[src/hw/pfm_regs.svh]
// Register offsets, field positions and reset values of the port function mux
`ifndef PFM_REGS_SVH
`define PFM_REGS_SVH

`define PFM_ADDR_W     4
`define PFM_DATA_W     8
`define PFM_OFF_P1_IN  4'h0
`define PFM_OFF_P1_OUT 4'h1
`define PFM_OFF_P1_DIR 4'h2
`define PFM_OFF_P1_SEL 4'h3
`define PFM_OFF_P2_IN  4'h4
`define PFM_OFF_P2_OUT 4'h5
`define PFM_OFF_P2_DIR 4'h6
`define PFM_OFF_P2_SEL 4'h7
`define PFM_OFF_P5_IN  4'h8
`define PFM_OFF_P5_OUT 4'h9
`define PFM_OFF_P5_DIR 4'hA
`define PFM_OFF_P5_SEL 4'hB
`define PFM_OFF_AE     4'hC
`define PFM_OFF_LCD    4'hD
`define PFM_OFF_DAC    4'hE
`define PFM_LCD_LOW    0
`define PFM_LCD_MID    1
`define PFM_LCD_HIGH   2
`define PFM_DAC_BIT    0
`define PFM_DAC_PIN    4
`define PFM_AE_MASK    8'hFC
`define PFM_RST_BYTE   8'h00

`endif
[src/hw/pfm_pkg.sv]
// Types shared by the port function mux and its users
`default_nettype none
package pfm_pkg;
  // Drive of one 8-pin port toward the pads
  typedef struct packed {
    logic [7:0] out;  // Output level
    logic [7:0] oe;   // Output enable, high while driven
    logic [7:0] ie;   // Schmitt trigger enable
  } pfm_pad_type;

  // Timer and clock signals offered for port 1 pins
  typedef struct packed {
    logic aclk;
    logic ta2;
    logic ta1;
    logic mclk;
    logic ta0;
  } pfm_timer_out_type;

  // Capture and clock inputs handed to the timer
  typedef struct packed {
    logic taclk;
    logic cci2a;
    logic cci1a;
    logic cci0b;
    logic cci0a;
  } pfm_timer_in_type;
endpackage
`default_nettype wire

[src/hw/pfm_mux.sv]
// Pin function multiplexer for ports 1, 2 and 5
//
// Behaviour
// - After reset every pin is plain I/O
// - Analog enable kills driver and Schmitt trigger
// - Cleared analog enable ties negative input to ground
// - DAC select kills driver and Schmitt trigger
// - Port 2 pins carry segments 13 down to 6
// - Port 5 pins 0,1,5,6,7 carry segments 1,0,2,3,4
// - Port 5 pins 2..4 carry common lines 1..3
// - Port 2 segments enabled in three groups
//
// The register offsets and the strobed register port were left to the implementer.
`include "pfm_regs.svh"
`default_nettype none
module pfm_mux (
  input  wire logic                       clk,         // 25 MHz clock
  input  wire logic                       reset_n,     // Async reset
  input  wire logic [`PFM_ADDR_W-1:0]     addr,        // Register address
  input  wire logic [`PFM_DATA_W-1:0]     wdata,       // Write data
  input  wire logic                       wr,          // Write strobe
  input  wire logic                       rd,          // Read strobe
  output logic      [`PFM_DATA_W-1:0]     rdata,       // Read data
  input  wire logic [7:0]                 p1_in,       // Port 1 pad levels
  input  wire logic [7:0]                 p2_in,       // Port 2 pad levels
  input  wire logic [7:0]                 p5_in,       // Port 5 pad levels
  output pfm_pkg::pfm_pad_type            p1_pad,      // Port 1 pad drive
  output pfm_pkg::pfm_pad_type            p2_pad,      // Port 2 pad drive
  output pfm_pkg::pfm_pad_type            p5_pad,      // Port 5 pad drive
  input  wire pfm_pkg::pfm_timer_out_type tmr_out,     // Timer and clocks
  output pfm_pkg::pfm_timer_in_type       tmr_in,      // Timer inputs
  input  wire logic [13:0]                lcd_seg,     // Segment drive
  input  wire logic [3:1]                 lcd_com,     // Common drive
  output logic      [2:0]                 sd_neg_pin,  // 1: pin, 0: ground
  output logic                            dac_out_en   // DAC routed to pin
);
  import pfm_pkg::*;

  logic [7:0] p1_out_q, p1_dir_q, p1_sel_q;
  logic [7:0] p2_out_q, p2_dir_q, p2_sel_q;
  logic [7:0] p5_out_q, p5_dir_q, p5_sel_q;
  logic [7:0] ae_q, lcd_q, dac_q;
  logic [7:0] s1_q [3];
  logic [7:0] s2_q [3];
  logic [7:0] s3_q [3];
  logic [7:0] lvl_q [3];
  logic [7:0] pins [3];
  logic [7:0] rd_d;
  logic [7:0] p1_ana, p1_mod, p2_lcd_en, p2_lcd_v, p5_lcd_v;
  pfm_pad_type p1_d, p2_d, p5_d;
  pfm_timer_in_type tmr_in_d;

  assign pins[0] = p1_in;
  assign pins[1] = p2_in;
  assign pins[2] = p5_in;

  // Register writes; all selects clear so every pin starts as I/O
  // reset to plain I/O
  always_ff @(posedge clk or negedge reset_n) begin
    if (!reset_n) begin
      p1_out_q <= `PFM_RST_BYTE;
      p1_dir_q <= `PFM_RST_BYTE;
      p1_sel_q <= `PFM_RST_BYTE;
      p2_out_q <= `PFM_RST_BYTE;
      p2_dir_q <= `PFM_RST_BYTE;
      p2_sel_q <= `PFM_RST_BYTE;
      p5_out_q <= `PFM_RST_BYTE;
      p5_dir_q <= `PFM_RST_BYTE;
      p5_sel_q <= `PFM_RST_BYTE;
      ae_q     <= `PFM_RST_BYTE;
      lcd_q    <= `PFM_RST_BYTE;
      dac_q    <= `PFM_RST_BYTE;
    end else if (wr) begin
      case (addr)
        `PFM_OFF_P1_OUT: p1_out_q <= wdata;
        `PFM_OFF_P1_DIR: p1_dir_q <= wdata;
        `PFM_OFF_P1_SEL: p1_sel_q <= wdata;
        `PFM_OFF_P2_OUT: p2_out_q <= wdata;
        `PFM_OFF_P2_DIR: p2_dir_q <= wdata;
        `PFM_OFF_P2_SEL: p2_sel_q <= wdata;
        `PFM_OFF_P5_OUT: p5_out_q <= wdata;
        `PFM_OFF_P5_DIR: p5_dir_q <= wdata;
        `PFM_OFF_P5_SEL: p5_sel_q <= wdata;
        // Only pins 2..7 of port 1 have converter inputs
        `PFM_OFF_AE:     ae_q     <= wdata & `PFM_AE_MASK;
        `PFM_OFF_LCD:    lcd_q    <= {5'h00, wdata[2:0]};
        `PFM_OFF_DAC:    dac_q    <= {7'h00, wdata[`PFM_DAC_BIT]};
        default:         ;
      endcase
    end
  end

  // Pad inputs are asynchronous: three stages, accept when the last two agree
  genvar p;
  generate
    for (p = 0; p < 3; p++) begin : g_sync
      always_ff @(posedge clk or negedge reset_n) begin
        if (!reset_n) begin
          s1_q[p]  <= 8'h00;
          s2_q[p]  <= 8'h00;
          s3_q[p]  <= 8'h00;
          lvl_q[p] <= 8'h00;
        end else begin
          s1_q[p] <= pins[p];
          s2_q[p] <= s1_q[p];
          s3_q[p] <= s2_q[p];
          // Take stage 3 only where it agrees with stage 2, else hold, so a fall is seen too
          lvl_q[p] <= (s3_q[p] & ~(s2_q[p] ^ s3_q[p]))
                    | (lvl_q[p] & (s2_q[p] ^ s3_q[p]));
        end
      end
    end
  endgenerate

  // Per-pin routing tables
  // analog pins lose driver and Schmitt trigger
  assign p1_ana = ae_q | ({7'h00, dac_q[`PFM_DAC_BIT]} << `PFM_DAC_PIN);
  // output function per port 1 pin, ground where none exists
  assign p1_mod = {1'b0, 1'b0, tmr_out.aclk, 1'b0,
                   tmr_out.ta2, tmr_out.ta1, tmr_out.mclk, tmr_out.ta0};
  // three segment groups on port 2
  assign p2_lcd_en = {{2{lcd_q[`PFM_LCD_LOW]}}, {4{lcd_q[`PFM_LCD_MID]}},
                      {2{lcd_q[`PFM_LCD_HIGH]}}};
  assign p2_lcd_v = {lcd_seg[6], lcd_seg[7], lcd_seg[8], lcd_seg[9],
                     lcd_seg[10], lcd_seg[11], lcd_seg[12], lcd_seg[13]};
  // segments 1,0,2,3,4 and common lines 1..3
  assign p5_lcd_v = {lcd_seg[4], lcd_seg[3], lcd_seg[2], lcd_com[3],
                     lcd_com[2], lcd_com[1], lcd_seg[0], lcd_seg[1]};

  // Pad drive per bit; analog and LCD take priority over digital use
  genvar i;
  generate
    for (i = 0; i < 8; i++) begin : g_pin
      always_comb begin
        // peripheral output when direction is 1
        if (p1_ana[i]) begin
          p1_d.out[i] = 1'b0;
          p1_d.oe[i]  = 1'b0;
          p1_d.ie[i]  = 1'b0;
        end else begin
          p1_d.out[i] = p1_sel_q[i] ? p1_mod[i] : p1_out_q[i];
          p1_d.oe[i]  = p1_dir_q[i];
          p1_d.ie[i]  = 1'b1;
        end
        // Selected without LCD: direction 1 drives ground
        if (p2_lcd_en[i]) begin
          p2_d.out[i] = p2_lcd_v[i];
          p2_d.oe[i]  = 1'b1;
          p2_d.ie[i]  = 1'b0;
        end else begin
          p2_d.out[i] = p2_sel_q[i] ? 1'b0 : p2_out_q[i];
          p2_d.oe[i]  = p2_dir_q[i];
          p2_d.ie[i]  = 1'b1;
        end
        // select bit hands the pin to the LCD driver
        if (p5_sel_q[i]) begin
          p5_d.out[i] = p5_lcd_v[i];
          p5_d.oe[i]  = 1'b1;
          p5_d.ie[i]  = 1'b0;
        end else begin
          p5_d.out[i] = p5_out_q[i];
          p5_d.oe[i]  = p5_dir_q[i];
          p5_d.ie[i]  = 1'b1;
        end
      end
    end
  endgenerate

  // direction 0 routes the pin to the timer input
  always_comb begin
    tmr_in_d.cci0a = lvl_q[0][0] & p1_sel_q[0] & ~p1_dir_q[0];
    tmr_in_d.cci0b = lvl_q[0][1] & p1_sel_q[1] & ~p1_dir_q[1];
    tmr_in_d.cci1a = lvl_q[0][2] & p1_sel_q[2] & ~p1_dir_q[2] & ~p1_ana[2];
    tmr_in_d.cci2a = lvl_q[0][3] & p1_sel_q[3] & ~p1_dir_q[3] & ~p1_ana[3];
    tmr_in_d.taclk = lvl_q[0][5] & p1_sel_q[5] & ~p1_dir_q[5] & ~p1_ana[5];
  end

  // Outputs registered; costs one cycle of latency on every path
  always_ff @(posedge clk or negedge reset_n) begin
    if (!reset_n) begin
      p1_pad     <= '0;
      p2_pad     <= '0;
      p5_pad     <= '0;
      tmr_in     <= '0;
      sd_neg_pin <= 3'h0;
      dac_out_en <= 1'b0;
    end else begin
      p1_pad     <= p1_d;
      p2_pad     <= p2_d;
      p5_pad     <= p5_d;
      tmr_in     <= tmr_in_d;
      // negative inputs on pins 2, 4, 6
      sd_neg_pin <= {ae_q[6], ae_q[4], ae_q[2]};
      dac_out_en <= dac_q[`PFM_DAC_BIT];
    end
  end

  // Read mux; a disabled Schmitt trigger reads as low
  always_comb begin
    case (addr)
      `PFM_OFF_P1_IN:  rd_d = lvl_q[0] & p1_d.ie;
      `PFM_OFF_P1_OUT: rd_d = p1_out_q;
      `PFM_OFF_P1_DIR: rd_d = p1_dir_q;
      `PFM_OFF_P1_SEL: rd_d = p1_sel_q;
      `PFM_OFF_P2_IN:  rd_d = lvl_q[1] & p2_d.ie;
      `PFM_OFF_P2_OUT: rd_d = p2_out_q;
      `PFM_OFF_P2_DIR: rd_d = p2_dir_q;
      `PFM_OFF_P2_SEL: rd_d = p2_sel_q;
      `PFM_OFF_P5_IN:  rd_d = lvl_q[2] & p5_d.ie;
      `PFM_OFF_P5_OUT: rd_d = p5_out_q;
      `PFM_OFF_P5_DIR: rd_d = p5_dir_q;
      `PFM_OFF_P5_SEL: rd_d = p5_sel_q;
      `PFM_OFF_AE:     rd_d = ae_q;
      `PFM_OFF_LCD:    rd_d = lcd_q;
      `PFM_OFF_DAC:    rd_d = dac_q;
      default:         rd_d = 8'h00;
    endcase
  end

  // Read data stands only in the cycle after the strobe
  always_ff @(posedge clk or negedge reset_n) begin
    if (!reset_n) begin
      rdata <= 8'h00;
    end else begin
      rdata <= rd ? rd_d : 8'h00;
    end
  end

  // Checks
  a_reset_gpio: assert property (@(posedge clk) disable iff (!reset_n)
    $rose(reset_n) |-> (p1_sel_q == 8'h00 && ae_q == 8'h00 && lcd_q == 8'h00
      && p5_sel_q == 8'h00 && dac_q == 8'h00 && p1_pad.oe == 8'h00))
    else $error("pins not plain I/O after reset");

  a_analog_off: assert property (@(posedge clk) disable iff (!reset_n)
    ae_q != 8'h00 |=> ((p1_pad.oe | p1_pad.ie) & $past(ae_q)) == 8'h00)
    else $error("analog pin still driven or sensed");

  a_neg_ground: assert property (@(posedge clk) disable iff (!reset_n)
    ##1 sd_neg_pin == {$past(ae_q[6]), $past(ae_q[4]), $past(ae_q[2])})
    else $error("negative input routing wrong");

  a_dac_off: assert property (@(posedge clk) disable iff (!reset_n)
    dac_q[0] |=> !p1_pad.oe[4] && !p1_pad.ie[4] && dac_out_en)
    else $error("DAC pin not released");

  a_p2_segment: assert property (@(posedge clk) disable iff (!reset_n)
    lcd_q[2] && lcd_q[0] |=> p2_pad.out[0] == $past(lcd_seg[13])
      && p2_pad.out[7] == $past(lcd_seg[6]) && p2_pad.oe[0])
    else $error("port 2 segment order wrong");

  a_p5_segment: assert property (@(posedge clk) disable iff (!reset_n)
    p5_sel_q[0] && p5_sel_q[7] |=> p5_pad.out[0] == $past(lcd_seg[1])
      && p5_pad.out[7] == $past(lcd_seg[4]))
    else $error("port 5 segment order wrong");

  a_p5_common: assert property (@(posedge clk) disable iff (!reset_n)
    !p5_sel_q[3] ##1 p5_sel_q[3] |=> p5_pad.out[3] == $past(lcd_com[2])
      && $past(p5_pad.oe[3]) == $past(p5_dir_q[3], 2))
    else $error("common line or I/O fallback wrong");

  a_group_mid: assert property (@(posedge clk) disable iff (!reset_n)
    !lcd_q[1] && !p2_sel_q[2] |=> p2_pad.oe[2] == $past(p2_dir_q[2])
      && p2_pad.ie[2])
    else $error("mid group enable leaks to pin 2");

  a_periph_dir: assert property (@(posedge clk) disable iff (!reset_n)
    p1_sel_q[0] && p1_dir_q[0] |=> p1_pad.out[0] == $past(tmr_out.ta0)
      && p1_pad.oe[0] && !tmr_in.cci0a)
    else $error("peripheral direction routing wrong");
endmodule
`default_nettype wire

[config.mk]
export PLATFORM = sky130hd
export DESIGN_NAME = pfm_mux
export DESIGN_NICKNAME = d
export VERILOG_FILES = /design/src/hw/pfm_pkg.sv /design/src/hw/pfm_mux.sv
export VERILOG_INCLUDE_DIRS = /design/src /design/src/hw
export SDC_FILE = /design/constraint.sdc
export NUM_CORES = 1
export LEC_CHECK = 0
export BUFFER_PORTS_ARGS = -buffer_cell sky130_fd_sc_hd__buf_2
export CORE_ASPECT_RATIO = 0.6
export CORE_MARGIN = 4
export CORE_UTILIZATION = 44
export DETAILED_ROUTE_END_ITERATION = 10
export PLACE_DENSITY = 0.74
export REMOVE_ABC_BUFFERS = 1
export SLEW_MARGIN = 25
export SYNTH_ARGS = -nofsm -noshare
export SYNTH_HDL_FRONTEND = slang
export SYNTH_SLANG_ARGS = --single-unit
export TNS_END_PERCENT = 1
[constraint.sdc]
create_clock -name clk -period 1.5 [get_ports clk]
set_input_delay 0.3 -clock clk [delete_from_list [all_inputs] [get_ports clk]]
set_output_delay 0.3 -clock clk [all_outputs]
set_load 0.01 [all_outputs]
==> out/qor_table.md <==
| Group | Metric | Reported |
| --- | --- | --- |
| outcome | Status | finished with violations |
| outcome | Violations in the final reports | negative setup slack |
| setup path | Worst setup path class | register to register |
| placement | Area after detailed placement | 11300 um2 |
| finish | Number of nets in the final layout | 985 |
| detailed routing | Post-detailed-route DRC marker count | 0 |
| detailed routing | Final antenna-violating net count | 0 |
| timing | Final total negative setup slack | -0.1105 ns |
| synthesis | Yosys synthesis warning count | 0 |
| synthesis | Post-synth design cell area | 9610 um2 |
| placement | Routability-driven placement congestion ratio | 0.9557 |
| clock network | Number of H-tree branching levels | 1 |
| detailed routing | Number of DRC markers in iteration 0 | 558 |
| setup path | Cells traversed along the worst timing path | or3b_1, mux4_2, a32o_2, a21oi_2 |
| die | Number of top-level pins | 151 |
| timing | Setup repair after global routing missed its margin | true |
| global route | Global-route usage over all layers | 20.57% |
| finish | # fillers | 1702 |
| placement | Placed wire-length estimate after detailed placement | 17.72 mm |
| setup path | Launch point of the worst reg-to-reg path | ae_q[5]$_DFFE_PN0P_ |
| timing | Final-report hold violation count | 0 |
| detailed routing | Number of vias per cell | 5.286 |
| setup path | Critical path launch point type | register |
| global route | Vias in the first global route | 6519 |
| detailed routing | DR WL/cell | 20.53 um |
| worst hold path | Worst min-delay path class | input pin to register |
| timing | Smallest setup slack after layout | -0.1105 ns |
| worst hold path | Cell count of the worst hold path | 2 |
| synthesis | Count of cell types in the netlist | 61 |
| worst hold path | Hold Path Sink | p1_pad[16]$_DFF_PN0_ |
| worst hold path | Min-delay src | tmr_out[0] |
| synthesis | EDFF count, synth | 0 |
| setup path | Cell depth of the worst flop-to-flop path | 4 |
| timing | Fin. max-slew vios | 0 |
| clock network | Maximum buffer depth of the clock tree | 3 |
| synthesis | Dominant register cell in the synthesized netlist | sky130_fd_sc_hd__dfrtp_1 |
| detailed routing | Top routing layer in use | met4 |
| finish | Ratio of cells with drive above 1 in the final layout | 42.23% |
| finish | Final non-filler cell area | 12450 um2 |
| finish | Fin util | 58.64% |
| clock network | Latest clock arrival within the worst-skew pair | 0.52 ns |
| synthesis | Number of cells produced by synthesis | 670 |
| timing | Post-route minimum period | 1.610 ns |
| setup path | R2r setup slk | -0.11 ns |
| setup path | Worst Setup End Kind | register |
| global route | Global-route wire length before repair | 38.38 mm |
| placement | Placed cells | 1148 |
| die | Area of the die | 24350 um2 |
| setup path | Slowest-stage cell, CP | sky130_fd_sc_hd__mux4_2 |
| run | Number of max-cap violations | 0 |
| clock network | Clock slew seen by the registers of the worst setup and hold paths | 0.07 ns |
| global route | Global route overflow | 0 |
| placement | Total of buffers placed on input and output ports | 149 |
| synthesis | Synthesis-stage register bit count | 261 |
| detailed routing | Length of routed met2 wiring | 10.53 mm |
| finish | Number of antenna cells inserted | 0 |
| setup path | Worst flop-to-flop path endpoint | rdata[5]$_DFF_PN0_ |
| die | Area of the core | 21240 um2 |
| detailed routing | Detailed Routing Iterations Pass 1 | 6 |
| detailed routing | Routed wire length | 25.02 mm |
| die | Initial core utilization | 45.25% |
| detailed routing | Met1 WL | 12.09 mm |
| die | Die width | 198.8 um |
| power | Power density over cell area | 1505 nW/um2 |
| clock network | # clock sinks | 261 |
| finish | Area growth from synthesis to final layout | 29.59% |
| timing | Maximum operating frequency | 620.9 MHz |
| detailed routing | Total vias in the final route | 6444 |
| clock network | CTS tree | built |
| die | Vertical extent of the die | 122.5 um |
| finish | Count of non-filler cells in the finished layout | 1219 |
| clock network | TritonCTS Buffers | 24 |
| timing | Tcrit/Tclk final | 107.4% |
| die | Site Rows | 41 |
| clock network | Clock root buffer | sky130_fd_sc_hd__clkbuf_16 |
| setup path | Worst stage delay on the critical path | 0.47 ns |
| setup path | Critical path fanouts, max | 2 |
| synthesis | Share of the yosys chip area belonging to registers | 67.96% |
| global route | Maximum number of pins on one net before global-route repair | 41 |
| power | Lkg Pwr | 5.792 nW |
| setup path | Data arrival at the endpoint of the critical path | 2.07 ns |
| timing | Total setup violations reported at the end of the flow | 1 |
| synthesis | Average cell area after synthesis | 14.34 um2 |
| detailed routing | Met3 wire length | 1.959 mm |
| global route | Initial antenna violation count | 0 |
| power | Peak supply drop | 0.9333 mV |
| timing | Worst clock skew on the final layout | 0.01198 ns |
| setup path | Worst setup path start | ae_q[5]$_DFFE_PN0P_ |
| setup path | CP Data Required Time | 1.96 ns |
| synthesis | Share of synthesized flip-flops with an asynchronous set or reset | 100.0% |
-- critical path, delay by kind of cell, from the launching register on --
| kind | cells | cell delay [ns] |
|---|---|---|
| AOI/OAI and AO/OA | 2 | 0.37 |
| DFF | 1 | 0.37 |
| muxes | 1 | 0.47 |
| and+or+nand+nor | 1 | 0.35 |
-- metal layers --
layer	up-vias	track usage, %
li1	2862	-
met1	3294	32.96
met2	246	28.95
met3	42	4.609
met4	0	3.886
met5	-	0
-- final cells by class --
| class | count | area (um2) | share of cell area [%] |
|---|---|---|---|
| sequential | 261 | 6531 | 52.44 |
| multi-input combinational | 354 | 2824 | 22.67 |
| timing repair buffer | 262 | 1799 | 14.45 |
| clock buffer | 32 | 701.9 | 5.636 |
| tap | 279 | 349.1 | 2.803 |
| clock inverter | 11 | 173.9 | 1.396 |
| inverter | 20 | 75.07 | 0.6028 |
-- sequential cells by signal, indices dropped and copies added, names as in the netlist, 19 cells and up, named ones only --
name / flops
p5_pad: 24
s1_q: 24
s2_q: 24
s3_q: 24
p1_pad: 23
p2_pad: 19
-- power breakdown --
part	internal [mW]	total, mW	switching [mW]
sequential	8.21	8.94	0.726
clock	4.00	6.66	2.66
combinational	1.58	3.15	1.56
-- layout by cell type (no fill, tap or decap), types with 4 or more instances in the layout --
cell type | synthesis | routed
sky130_fd_sc_hd__dfrtp_1 | 261 | 261
sky130_fd_sc_hd__buf_2 | 16 | 148
sky130_fd_sc_hd__mux2_2 | 86 | 86
sky130_fd_sc_hd__buf_4 | 8 | 75
sky130_fd_sc_hd__nand2_1 | 30 | 30
sky130_fd_sc_hd__dlygate4sd3_1 | 0 | 28
sky130_fd_sc_hd__clkbuf_16 | 0 | 25
sky130_fd_sc_hd__maj3_1 | 24 | 24
sky130_fd_sc_hd__inv_1 | 20 | 20
sky130_fd_sc_hd__nor2_1 | 20 | 20
sky130_fd_sc_hd__o21ai_0 | 17 | 17
sky130_fd_sc_hd__or2_2 | 17 | 17
sky130_fd_sc_hd__mux2i_1 | 12 | 12
sky130_fd_sc_hd__a31oi_1 | 11 | 11
sky130_fd_sc_hd__nor2b_1 | 11 | 11
sky130_fd_sc_hd__nand3_1 | 10 | 10
sky130_fd_sc_hd__a22o_1 | 10 | 10
sky130_fd_sc_hd__a21oi_1 | 10 | 10
sky130_fd_sc_hd__buf_12 | 0 | 10
sky130_fd_sc_hd__and3_1 | 8 | 8
sky130_fd_sc_hd__nand2b_1 | 6 | 6
sky130_fd_sc_hd__nor3b_1 | 6 | 6
sky130_fd_sc_hd__a221oi_1 | 5 | 5
sky130_fd_sc_hd__nand3b_1 | 5 | 5
sky130_fd_sc_hd__nor2_4 | 5 | 5
sky130_fd_sc_hd__clkbuf_8 | 0 | 5
sky130_fd_sc_hd__or3b_1 | 4 | 4
sky130_fd_sc_hd__clkinv_2 | 0 | 4
sky130_fd_sc_hd__bufinv_16 | 0 | 4
-- metrics by stage --
step           power, mW  worst slack, ns  hold WS [ns]
3_5_place_dp       12.14          -0.3534        0.2152
5_1_grt            19.58          -0.1726      0.004548
4_1_cts            18.89          -0.1240      0.002063
2_1_floorplan      10.37          -0.1239      0.004409
3_3_place_gp       12.04          -0.3370        0.2198
6_report           18.74          -0.1105       0.01270
-- cell usage after synthesis, types with 3 or more instances --
master / number / area share [%]
sky130_fd_sc_hd__or3b_1: 4 / 0.36
sky130_fd_sc_hd__nor2b_1: 11 / 0.72
sky130_fd_sc_hd__nor2_2: 3 / 0.20
sky130_fd_sc_hd__nor2_4: 5 / 0.59
sky130_fd_sc_hd__nor2_1: 20 / 0.78
sky130_fd_sc_hd__mux2_2: 86 / 10
sky130_fd_sc_hd__buf_4: 8 / 0.62
sky130_fd_sc_hd__nand3_1: 10 / 0.52
sky130_fd_sc_hd__dfrtp_1: 261 / 68
sky130_fd_sc_hd__or2_2: 17 / 1.1
sky130_fd_sc_hd__a21oi_1: 10 / 0.52
sky130_fd_sc_hd__mux2i_1: 12 / 1.2
sky130_fd_sc_hd__nor3b_1: 6 / 0.47
sky130_fd_sc_hd__clkbuf_1: 7 / 0.27
sky130_fd_sc_hd__and3_1: 8 / 0.52
sky130_fd_sc_hd__maj3_1: 24 / 2.5
sky130_fd_sc_hd__nand3b_1: 5 / 0.39
sky130_fd_sc_hd__nand2_1: 30 / 1.2
sky130_fd_sc_hd__nand4_1: 3 / 0.20
sky130_fd_sc_hd__a31oi_1: 11 / 0.72
sky130_fd_sc_hd__a22o_1: 10 / 0.91
sky130_fd_sc_hd__o32ai_1: 3 / 0.27
sky130_fd_sc_hd__buf_1: 4 / 0.16
sky130_fd_sc_hd__a221oi_1: 5 / 0.46
sky130_fd_sc_hd__o21ai_0: 17 / 0.89
sky130_fd_sc_hd__inv_1: 20 / 0.78
sky130_fd_sc_hd__nand2b_1: 6 / 0.39
sky130_fd_sc_hd__nor3_1: 3 / 0.16
sky130_fd_sc_hd__buf_2: 16 / 0.83
-- cells by family (layout without fill, tap and decap cells) --
kind of cell	Yosys count	count (layout)	share of synthesized area, %
compound gates	79	79	5.794
fa+ha+maj	24	24	2.500
buf+inv	55	325	2.669
flops	261	261	67.96
mux	100	100	11.80
other cells	1	1	0.03902
simple gates	150	150	9.244
-- what timing repair did --
item,CTS,global route
hold buffers,28,0
endpoints found under the setup margin,1,1
gates resized for setup,0,1
pin swaps,3,1
buffers inserted,0,0
endpoints found under the hold margin,57,0
-- worst max path at each step --
| stage | to | slack (ns) | cells past startpoint |
|---|---|---|---|
| 6_report | rdata[5]$_DFF_PN0_ | -0.11 | 4 |
| 5_1_grt | rdata[5]$_DFF_PN0_ | -0.17 | 4 |
| 4_1_cts | rdata[5]$_DFF_PN0_ | -0.12 | 4 |
| 3_5_place_dp | p1_dir_q[1]$_DFFE_PN0P_ | -0.35 | 5 |
| 3_3_place_gp | p1_dir_q[2]$_DFFE_PN0P_ | -0.34 | 4 |
| 2_1_floorplan | rdata[5]$_DFF_PN0_ | -0.12 | 4 |
Power figures use the tool's default switching activity.
